### src/rtl/catd_pkg.sv
// Package for the arithmetic and transfer opcode decoder: codes and timings
package catd_pkg;

    // ==========================================================
    // Operation classes
    typedef enum logic [4:0] {
        OP_NONE       = 5'h00,
        OP_SUM        = 5'h01,
        OP_SUM_CARRY  = 5'h02,
        OP_DIFF       = 5'h03,
        OP_DIFF_BORROW= 5'h04,
        OP_COMPARE    = 5'h05,
        OP_BCD_SUM    = 5'h06,
        OP_PACK_SUM   = 5'h07,
        OP_BCD_DIFF   = 5'h08,
        OP_PACK_DIFF  = 5'h09,
        OP_UPROD      = 5'h0a,
        OP_SPROD      = 5'h0b,
        OP_SPROD_IMM  = 5'h0c,
        OP_UQUOT      = 5'h0d,
        OP_EA_LOAD    = 5'h0e,
        OP_FAR_DS     = 5'h0f,
        OP_FAR_ES     = 5'h10,
        OP_FLAGS_TO_AH= 5'h11,
        OP_AH_TO_FLAGS= 5'h12,
        OP_TABLE_LOOK = 5'h13,
        OP_XCHG_ACC   = 5'h14,
        OP_PORT_IN    = 5'h15,
        OP_PORT_OUT   = 5'h16
    } catd_op_t;

    // Operand source of the second operand
    typedef enum logic [1:0] {
        SRC_MODRM = 2'h0,
        SRC_IMM   = 2'h1,
        SRC_NONE  = 2'h2
    } catd_src_t;

    typedef struct packed {
        catd_op_t  op;
        catd_src_t src;
        logic      word;
        logic      sign_ext;
        logic      to_reg;
        logic      mem;
        logic      acc_dest;
        logic      illegal;
        logic [1:0] imm_bytes;
        logic [2:0] reg_sel;
        logic [7:0] clk_min;
        logic [7:0] clk_max;
    } catd_dec_t;

    typedef struct packed {
        logic       valid;
        logic [7:0] opcode;
        logic [7:0] modrm;
    } catd_req_t;

    // ==========================================================
    // Field positions
    localparam int W_BIT   = 0;
    localparam int DS_BIT  = 1;
    localparam int MOD_HI  = 7;
    localparam int MOD_LO  = 6;
    localparam int REG_HI  = 5;
    localparam int REG_LO  = 3;
    localparam logic [1:0] MOD_REG = 2'h3;

    // Opcode patterns under masks
    localparam logic [7:0] M_FC = 8'hfc;
    localparam logic [7:0] M_FE = 8'hfe;
    localparam logic [7:0] M_FD = 8'hfd;
    localparam logic [7:0] M_F8 = 8'hf8;
    localparam logic [7:0] P_SUM_RM   = 8'h00;
    localparam logic [7:0] P_SUM_ACC  = 8'h04;
    localparam logic [7:0] P_ADC_RM   = 8'h10;
    localparam logic [7:0] P_ADC_ACC  = 8'h14;
    localparam logic [7:0] P_SUB_RM   = 8'h28;
    localparam logic [7:0] P_SUB_ACC  = 8'h2c;
    localparam logic [7:0] P_SBB_RM   = 8'h18;
    localparam logic [7:0] P_SBB_ACC  = 8'h1c;
    localparam logic [7:0] P_CMP_RM   = 8'h38;
    localparam logic [7:0] P_CMP_ACC  = 8'h3c;
    localparam logic [7:0] P_IMM_GRP  = 8'h80;
    localparam logic [7:0] P_MULDIV   = 8'hf6;
    localparam logic [7:0] P_SPROD_I  = 8'h69;
    localparam logic [7:0] P_XCHG_ACC = 8'h90;
    localparam logic [7:0] P_IN_FIX   = 8'he4;
    localparam logic [7:0] P_IN_VAR   = 8'hec;
    localparam logic [7:0] P_OUT_FIX  = 8'he6;
    localparam logic [7:0] P_OUT_VAR  = 8'hee;
    localparam logic [7:0] OPC_BCD_SUM   = 8'h37;
    localparam logic [7:0] OPC_PACK_SUM  = 8'h27;
    localparam logic [7:0] OPC_BCD_DIFF  = 8'h3f;
    localparam logic [7:0] OPC_PACK_DIFF = 8'h2f;
    localparam logic [7:0] OPC_TABLE     = 8'hd7;
    localparam logic [7:0] OPC_EA_LOAD   = 8'h8d;
    localparam logic [7:0] OPC_FAR_DS    = 8'hc5;
    localparam logic [7:0] OPC_FAR_ES    = 8'hc4;
    localparam logic [7:0] OPC_FL_TO_AH  = 8'h9f;
    localparam logic [7:0] OPC_AH_TO_FL  = 8'h9e;

    // Immediate group and multiply/divide group reg fields
    localparam logic [2:0] GRP_SUM   = 3'h0;
    localparam logic [2:0] GRP_CARRY = 3'h2;
    localparam logic [2:0] GRP_BORROW= 3'h3;
    localparam logic [2:0] GRP_DIFF  = 3'h5;
    localparam logic [2:0] GRP_CMP   = 3'h7;
    localparam logic [2:0] GRP_UPROD = 3'h4;
    localparam logic [2:0] GRP_SPROD = 3'h5;
    localparam logic [2:0] GRP_UQUOT = 3'h6;

    // ==========================================================
    // Clock counts, minimum and for ranges maximum (register / memory forms)
    localparam logic [7:0] T_RM_R   = 8'd3;
    localparam logic [7:0] T_RM_M   = 8'd10;
    localparam logic [7:0] T_IMM_R  = 8'd4;
    localparam logic [7:0] T_IMM_M  = 8'd16;
    localparam logic [7:0] T_ACC_B  = 8'd3;
    localparam logic [7:0] T_ACC_W  = 8'd4;
    localparam logic [7:0] T_BCD_S  = 8'd8;
    localparam logic [7:0] T_PACK   = 8'd4;
    localparam logic [7:0] T_BCD_D  = 8'd7;
    localparam logic [7:0] T_UP_RB_LO = 8'd26;
    localparam logic [7:0] T_UP_RB_HI = 8'd28;
    localparam logic [7:0] T_UP_RW_LO = 8'd35;
    localparam logic [7:0] T_UP_RW_HI = 8'd37;
    localparam logic [7:0] T_UP_MB_LO = 8'd32;
    localparam logic [7:0] T_UP_MB_HI = 8'd34;
    localparam logic [7:0] T_UP_MW_LO = 8'd41;
    localparam logic [7:0] T_UP_MW_HI = 8'd43;
    localparam logic [7:0] T_SP_RB_LO = 8'd25;
    localparam logic [7:0] T_SP_RB_HI = 8'd28;
    localparam logic [7:0] T_SP_RW_LO = 8'd34;
    localparam logic [7:0] T_SP_RW_HI = 8'd37;
    localparam logic [7:0] T_SP_MB_LO = 8'd31;
    localparam logic [7:0] T_SP_MB_HI = 8'd34;
    localparam logic [7:0] T_SP_MW_LO = 8'd40;
    localparam logic [7:0] T_SP_MW_HI = 8'd43;
    localparam logic [7:0] T_SPI_R_LO = 8'd22;
    localparam logic [7:0] T_SPI_R_HI = 8'd25;
    localparam logic [7:0] T_SPI_M_LO = 8'd29;
    localparam logic [7:0] T_SPI_M_HI = 8'd32;
    localparam logic [7:0] T_UQ_RB  = 8'd29;
    localparam logic [7:0] T_UQ_RW  = 8'd38;
    localparam logic [7:0] T_UQ_MB  = 8'd35;
    localparam logic [7:0] T_UQ_MW  = 8'd44;
    localparam logic [7:0] T_EA     = 8'd6;
    localparam logic [7:0] T_FAR    = 8'd18;
    localparam logic [7:0] T_FL_AH  = 8'd2;
    localparam logic [7:0] T_AH_FL  = 8'd3;
    localparam logic [7:0] T_TABLE  = 8'd11;
    localparam logic [7:0] T_XCHG   = 8'd3;
    localparam logic [7:0] T_IN_FIX = 8'd10;
    localparam logic [7:0] T_IN_VAR = 8'd8;
    localparam logic [7:0] T_OUT_FIX= 8'd9;
    localparam logic [7:0] T_OUT_VAR= 8'd7;
    // Slack a memory form may add over its minimum
    localparam logic [7:0] T_MEM_SLACK = 8'd2;

endpackage

### src/rtl/catd_decoder.sv
// Opcode decoder for the arithmetic and data-transfer groups
`timescale 1ns/1ns
`default_nettype none

module catd_decoder (
    input  wire logic                mclk_i,
    input  wire logic                sys_rst_i,
    input  wire catd_pkg::catd_req_t req_i,
    output var  catd_pkg::catd_dec_t dec_o,
    output logic                     dec_valid_o
);
    import catd_pkg::*;

    // ==========================================================
    // State
    typedef struct packed {
        catd_dec_t dec;
        logic      valid;
    } catd_state_t;

    catd_state_t st;
    catd_state_t next_st;

    logic [7:0] opc;
    logic [1:0] md;
    logic [2:0] rf;
    logic       w;
    logic       mem;

    assign opc = req_i.opcode;
    assign md  = req_i.modrm[MOD_HI:MOD_LO];
    assign rf  = req_i.modrm[REG_HI:REG_LO];
    assign w   = opc[W_BIT];
    assign mem = (md != MOD_REG);

    // ==========================================================
    // Decode
    always_comb begin
        catd_dec_t d;
        logic [7:0] pick_r;
        logic [7:0] pick_m;
        d = '0;
        pick_r = T_RM_R;
        pick_m = T_RM_M;
        d.op       = OP_NONE;
        d.src      = SRC_NONE;
        d.word     = w;
        d.reg_sel  = rf;
        if ((opc & M_FC) == P_SUM_RM || (opc & M_FC) == P_ADC_RM ||
            (opc & M_FC) == P_SUB_RM || (opc & M_FC) == P_SBB_RM ||
            (opc & M_FC) == P_CMP_RM) begin
            case (opc & M_FC)
                P_SUM_RM: d.op = OP_SUM;
                P_ADC_RM: d.op = OP_SUM_CARRY;
                P_SUB_RM: d.op = OP_DIFF;
                P_SBB_RM: d.op = OP_DIFF_BORROW;
                default:  d.op = OP_COMPARE;
            endcase
            d.src    = SRC_MODRM;
            d.to_reg = opc[DS_BIT];
            d.mem    = mem;
            // Memory form first, register second
            d.clk_min = mem ? T_RM_M : T_RM_R;
        end else if ((opc & M_FE) == P_SUM_ACC ||
                     (opc & M_FE) == P_ADC_ACC ||
                     (opc & M_FE) == P_SUB_ACC ||
                     (opc & M_FE) == P_SBB_ACC ||
                     (opc & M_FE) == P_CMP_ACC) begin
            case (opc & M_FE)
                P_SUM_ACC: d.op = OP_SUM;
                P_ADC_ACC: d.op = OP_SUM_CARRY;
                P_SUB_ACC: d.op = OP_DIFF;
                P_SBB_ACC: d.op = OP_DIFF_BORROW;
                default:   d.op = OP_COMPARE;
            endcase
            d.src       = SRC_IMM;
            d.acc_dest  = 1'b1;
            d.imm_bytes = w ? 2'h2 : 2'h1;
            d.clk_min   = w ? T_ACC_W : T_ACC_B;
        end else if ((opc & M_FC) == P_IMM_GRP) begin
            d.src      = SRC_IMM;
            d.mem      = mem;
            // s=1 with w=1 takes one byte, widened by sign
            d.sign_ext = opc[DS_BIT] & w;
            d.imm_bytes = (w && !opc[DS_BIT]) ? 2'h2 : 2'h1;
            d.clk_min  = mem ? T_IMM_M : T_IMM_R;
            case (rf)
                GRP_SUM:    d.op = OP_SUM;
                GRP_CARRY:  d.op = OP_SUM_CARRY;
                GRP_BORROW: d.op = OP_DIFF_BORROW;
                GRP_DIFF:   d.op = OP_DIFF;
                GRP_CMP: begin
                    d.op      = OP_COMPARE;
                    d.clk_min = mem ? T_RM_M : T_RM_R;
                end
                default: begin
                    d.illegal = 1'b1;
                    d.src     = SRC_NONE;
                    d.clk_min = '0;
                end
            endcase
        end else if ((opc & M_FE) == P_MULDIV) begin
            d.src = SRC_MODRM;
            d.mem = mem;
            case (rf)
                GRP_UPROD: begin
                    d.op = OP_UPROD;
                    pick_r = w ? T_UP_RW_LO : T_UP_RB_LO;
                    pick_m = w ? T_UP_MW_LO : T_UP_MB_LO;
                    d.clk_min = mem ? pick_m : pick_r;
                    pick_r = w ? T_UP_RW_HI : T_UP_RB_HI;
                    pick_m = w ? T_UP_MW_HI : T_UP_MB_HI;
                    d.clk_max = mem ? pick_m : pick_r;
                end
                GRP_SPROD: begin
                    d.op = OP_SPROD;
                    pick_r = w ? T_SP_RW_LO : T_SP_RB_LO;
                    pick_m = w ? T_SP_MW_LO : T_SP_MB_LO;
                    d.clk_min = mem ? pick_m : pick_r;
                    pick_r = w ? T_SP_RW_HI : T_SP_RB_HI;
                    pick_m = w ? T_SP_MW_HI : T_SP_MB_HI;
                    d.clk_max = mem ? pick_m : pick_r;
                end
                GRP_UQUOT: begin
                    d.op = OP_UQUOT;
                    pick_r = w ? T_UQ_RW : T_UQ_RB;
                    pick_m = w ? T_UQ_MW : T_UQ_MB;
                    d.clk_min = mem ? pick_m : pick_r;
                end
                default: begin
                    // Other members of this group are outside this block
                    d.illegal = 1'b1;
                    d.src     = SRC_NONE;
                end
            endcase
        end else if ((opc & M_FD) == P_SPROD_I) begin
            d.op        = OP_SPROD_IMM;
            d.src       = SRC_IMM;
            d.mem       = mem;
            d.word      = 1'b1;
            d.to_reg    = 1'b1;
            d.sign_ext  = opc[DS_BIT];
            d.imm_bytes = opc[DS_BIT] ? 2'h1 : 2'h2;
            d.clk_min   = mem ? T_SPI_M_LO : T_SPI_R_LO;
            d.clk_max   = mem ? T_SPI_M_HI : T_SPI_R_HI;
        end else if ((opc & M_F8) == P_XCHG_ACC) begin
            d.op       = OP_XCHG_ACC;
            d.word     = 1'b1;
            d.acc_dest = 1'b1;
            d.reg_sel  = opc[2:0];
            d.clk_min  = T_XCHG;
        end else if ((opc & M_FE) == P_IN_FIX ||
                     (opc & M_FE) == P_IN_VAR) begin
            d.op       = OP_PORT_IN;
            d.acc_dest = 1'b1;
            d.imm_bytes = ((opc & M_FE) == P_IN_FIX) ? 2'h1 : 2'h0;
            d.src      = ((opc & M_FE) == P_IN_FIX) ? SRC_IMM : SRC_NONE;
            d.clk_min  = ((opc & M_FE) == P_IN_FIX) ? T_IN_FIX : T_IN_VAR;
        end else if ((opc & M_FE) == P_OUT_FIX ||
                     (opc & M_FE) == P_OUT_VAR) begin
            d.op       = OP_PORT_OUT;
            d.imm_bytes = ((opc & M_FE) == P_OUT_FIX) ? 2'h1 : 2'h0;
            d.src      = ((opc & M_FE) == P_OUT_FIX) ? SRC_IMM : SRC_NONE;
            d.clk_min  = ((opc & M_FE) == P_OUT_FIX) ? T_OUT_FIX
                                                     : T_OUT_VAR;
        end else begin
            d.word = 1'b0;
            case (opc)
                OPC_BCD_SUM: begin
                    d.op = OP_BCD_SUM;
                    d.clk_min = T_BCD_S;
                end
                OPC_PACK_SUM: begin
                    d.op = OP_PACK_SUM;
                    d.clk_min = T_PACK;
                end
                OPC_BCD_DIFF: begin
                    d.op = OP_BCD_DIFF;
                    d.clk_min = T_BCD_D;
                end
                OPC_PACK_DIFF: begin
                    d.op = OP_PACK_DIFF;
                    d.clk_min = T_PACK;
                end
                OPC_TABLE: begin
                    d.op = OP_TABLE_LOOK;
                    d.acc_dest = 1'b1;
                    d.mem = 1'b1;
                    d.clk_min = T_TABLE;
                end
                OPC_EA_LOAD: begin
                    // Destination gets the offset, no memory read
                    d.op = OP_EA_LOAD;
                    d.src = SRC_MODRM;
                    d.word = 1'b1;
                    d.to_reg = 1'b1;
                    d.clk_min = T_EA;
                end
                OPC_FAR_DS, OPC_FAR_ES: begin
                    d.op = (opc == OPC_FAR_DS) ? OP_FAR_DS
                                               : OP_FAR_ES;
                    d.src = SRC_MODRM;
                    d.word = 1'b1;
                    d.to_reg = 1'b1;
                    d.mem = 1'b1;
                    // Register operand has no defined meaning here
                    d.illegal = !mem;
                    d.clk_min = T_FAR;
                end
                OPC_FL_TO_AH: begin
                    d.op = OP_FLAGS_TO_AH;
                    d.clk_min = T_FL_AH;
                end
                OPC_AH_TO_FL: begin
                    d.op = OP_AH_TO_FLAGS;
                    d.clk_min = T_AH_FL;
                end
                default: d.illegal = 1'b1;
            endcase
        end
        // Bus handshake may stretch memory forms by up to two clocks
        if (d.clk_max == '0 && !d.illegal) begin
            d.clk_max = d.mem ? 8'(d.clk_min + T_MEM_SLACK)
                              : d.clk_min;
        end
        next_st.dec   = d;
        next_st.valid = req_i.valid;
        if (sys_rst_i) begin
            next_st = '0;
        end
    end

    always_ff @(posedge mclk_i) begin
        st <= next_st;
    end

    assign dec_o       = st.dec;
    assign dec_valid_o = st.valid;

endmodule

`default_nettype wire

### config.mk
export PLATFORM = sky130hd
export DESIGN_NAME = catd_decoder
export DESIGN_NICKNAME = d
export VERILOG_FILES = /design/src/rtl/catd_pkg.sv /design/src/rtl/catd_decoder.sv
export SDC_FILE = /design/constraint.sdc
export NUM_CORES = 1
export LEC_CHECK = 0
export ABC_AREA = 1
export BUFFER_PORTS_ARGS = -buffer_cell sky130_fd_sc_hd__clkbuf_2
export CORE_MARGIN = 8
export CORE_UTILIZATION = 45
export CTS_BUF_LIST = sky130_fd_sc_hd__clkbuf_16
export CTS_CLUSTER_DIAMETER = 100
export CTS_CLUSTER_SIZE = 28
export DETAILED_ROUTE_END_ITERATION = 7
export GPL_TIMING_DRIVEN = 0
export HOLD_SLACK_MARGIN = 0.12
export PLACE_DENSITY = 0.69
export SYNTH_ARGS = -nofsm -noshare
export SYNTH_HDL_FRONTEND = slang
export SYNTH_SLANG_ARGS = --single-unit
### constraint.sdc
create_clock -name mclk_i -period 2.6 [get_ports mclk_i]
set_clock_uncertainty 0.15 [all_clocks]
set_input_delay 0.13 -clock mclk_i [delete_from_list [all_inputs] [get_ports mclk_i]]
set_output_delay 0.13 -clock mclk_i [all_outputs]
set_load 0.005 [all_outputs]
==> flow_metrics.tcl <==
set metrics [dict create \
    path_max_fanout 5 \
    syn_to_final_growth_pct 22.8 \
    drt_wl_total_um 7260 \
    drive_gt1_share_pct 20.1 \
    die_w_um 87.4 \
    die_area_sq_um 7640 \
    io_pins 54 \
    ys.flop_type "dfxtp_1" \
    core_sq_um 5010 \
    finalNetCount 465 \
    cp.arrival_ns 2.43 \
    power_mw 1.27 \
    met2_length_um 3280 \
    syn_avg_cell_area_sq_um 6.03 \
    dr_wl_met3_um 637 \
    required_ns 2.67 \
    clk_pin_slew_ns 0.05 \
    min_path_type "input port to register" \
    syn_inst 381 \
    yosysMostFrequentCell "nand2_1" \
    synthArstFlopShare_pct 0 \
    io_buffers 44 \
    crit_type "input port to register" \
    drt-pass1-iter-count 5 \
    status "completed" \
    yosysWarnings 0 \
    synth_top_area_share_pct 27.9 \
    cts_buffers 5 \
    fin_crit_ns 2.36 \
    rows 26 \
    p_per_area_nw_per_um2 452 \
    fin_crit_sh_pct 90.8 \
    syn_area_sq_um 2300 \
    grt_pass1_vias 2527 \
    worst_setup_path_start_kind "input port" \
    whs_ns 0.131 \
    setup_tns_ns 0 \
    startpoint "req_i[4]" \
    finalSetupViolCount 0 \
    ant_nets 0 \
    timing_hold_violations_final 0 \
    remaining_drc_errors 0 \
    routed-via-count 2683 \
    gp_congestion 0.952 \
    yosysSeqAreaShare_pct 27.9 \
    cts_buffer_depth 2 \
    ys_types 40 \
    htreeDepth 2 \
    grt_usage_pct 19.9 \
    power.static_leakage_nw 1.54 \
    cts_tree "built" \
    rsz0062_at_grt "false" \
    synth_largest_area_cell "dfxtp_1" \
    grt_pass1_wl_um 12100 \
    avgViaCountPerCell 5.24 \
    ys_ff_latch 32 \
    drtIter0Drc 340 \
    start_util_pct 45.8 \
    multi_input_area_sq_um 1410 \
    fillers 515 \
    maxCapViolCount 0 \
    hpwl_um 5800 \
    clockRootBuffer "clkbuf_16" \
    antennaDiodeCount 0 \
    wl_per_cell_um 14.2 \
    max_freq_ghz 0.424 \
    top_layer_used "met4" \
    grt_max_degree 11 \
    cts_sinks 32 \
    synth_edf_count 0 \
    peakVddDrop_mv 0.293 \
    ys_top_cells_by_count "nand2_1, nor2_1, inv_1, dfxtp_1, nand3_1" \
    yosys-top-cells-area "dfxtp_1, nand2_1, nor2_1, inv_1, nand3_1" \
    final_max_slew_viol_count 0 \
    regArea_sq_um 641 \
    met1Wirelength_um 3130 \
    chipHeight_um 87.4 \
    cp-end-kind "register" \
    gr-total-overflow 0 \
    grt_antenna_before_repair 0 \
    min-delay-start "req_i[3]" \
]
-- report_power, final --
group | leakage, nW | switching [mW] | internal, mW
clock | 0.0710 | 0.197 | 0.346
combinational | 1.21 | 0.145 | 0.0723
sequential | 0.261 | 0.00418 | 0.509
total | 1.54 | 0.346 | 0.928
-- registers in the layout (all words and copies together), names as in the netlist --
| register | flops |
|---|---|
| dec_o | 31 |
| dec_valid_o | 1 |
-- cell families (layout without fill, tap and decap cells) --
| group | Yosys count | count (layout) | share of synthesized area, % |
|---|---|---|---|
| flip-flops | 32 | 32 | 27.9 |
| AND/OR/NAND/NOR | 223 | 223 | 42.9 |
| adder cells (fa/ha/maj) | 5 | 5 | 2.72 |
| other | 1 | 4 | 0.163 |
| AO/OA/AOI/OAI | 53 | 53 | 13.9 |
| XOR/XNOR | 2 | 2 | 0.763 |
| buffers and inverters | 65 | 123 | 11.7 |
-- area by class of cell --
class                   count  share of cell area [%]
plain buffers              10                    2.17
clock buffers               5                    4.44
clock inverters             3                   0.488
inverters                  55                    7.32
multi-input cells         287                    49.9
flip-flops and latches     32                    22.7
well taps                  70                    3.11
repair buffers             50                    9.85
-- worst max-delay path, stage by stage --
cell	delay, ns
dlygate4sd3_1	0.54
clkbuf_2	0.16
nand2_1	0.14
nor2_1	0.16
inv_1	0.07
nor2_1	0.22
nor2_1	0.11
nand3_2	0.11
ha_1	0.16
inv_1	0.05
nor2_2	0.15
nand3_1	0.09
nand2_1	0.08
nand2_1	0.06
nor2_1	0.08
nor2_1	0.05
nor2_1	0.07
-- metal layers --
| metal | GRT usage [%] | vias up |
|---|---|---|
| met5 | 0 | - |
| met3 | 2.64 | 21 |
| met4 | 8.75 | 0 |
| met1 | 25.0 | 1185 |
| li1 | - | 1333 |
| met2 | 32.9 | 144 |
-- metrics by stage --
stage	util (%)	setup slack [ns]	std cells	cell area [sq um]
2_1_floorplan	-	0.614	384	2310
3_3_place_gp	52.2	0.0817	498	2620
3_5_place_dp	52.2	0.0963	498	2620
4_1_cts	56.0	0.129	511	2800
5_1_grt	56.3	0.0238	512	2820
6_report	56.3	0.240	512	2820
-- final timing paths --
check  slack [ns]  depth (start not counted)         to
max          0.24                         17   dec_o[5]
min          0.13                          3  dec_o[16]
-- timing repair --
action                     4_1_cts  5_1_grt
hold buffers                     5        0
resized for setup                0        1
setup endpoints to repair        0        2
hold endpoints to repair         6        0
buffers inserted                 0        1
-- cells in the final DEF (no fill, tap or decap), types with 3 or more instances in the layout --
master / count
nand3_2: 5
ha_1: 5
o21ai_1: 4
buf_4: 4
inv_2: 9
nand4_1: 4
nand2_1: 97
dfxtp_1: 32
conb_1: 4
nand3_1: 23
nor2_2: 3
a21oi_1: 20
nor2_1: 68
inv_1: 46
nor3_1: 10
dlygate4sd3_1: 5
nor2_4: 3
o21ai_0: 11
clkbuf_2: 44
buf_2: 4
clkbuf_16: 5
nand2_2: 5
a31oi_1: 4
(Power assumes the default switching activity.)
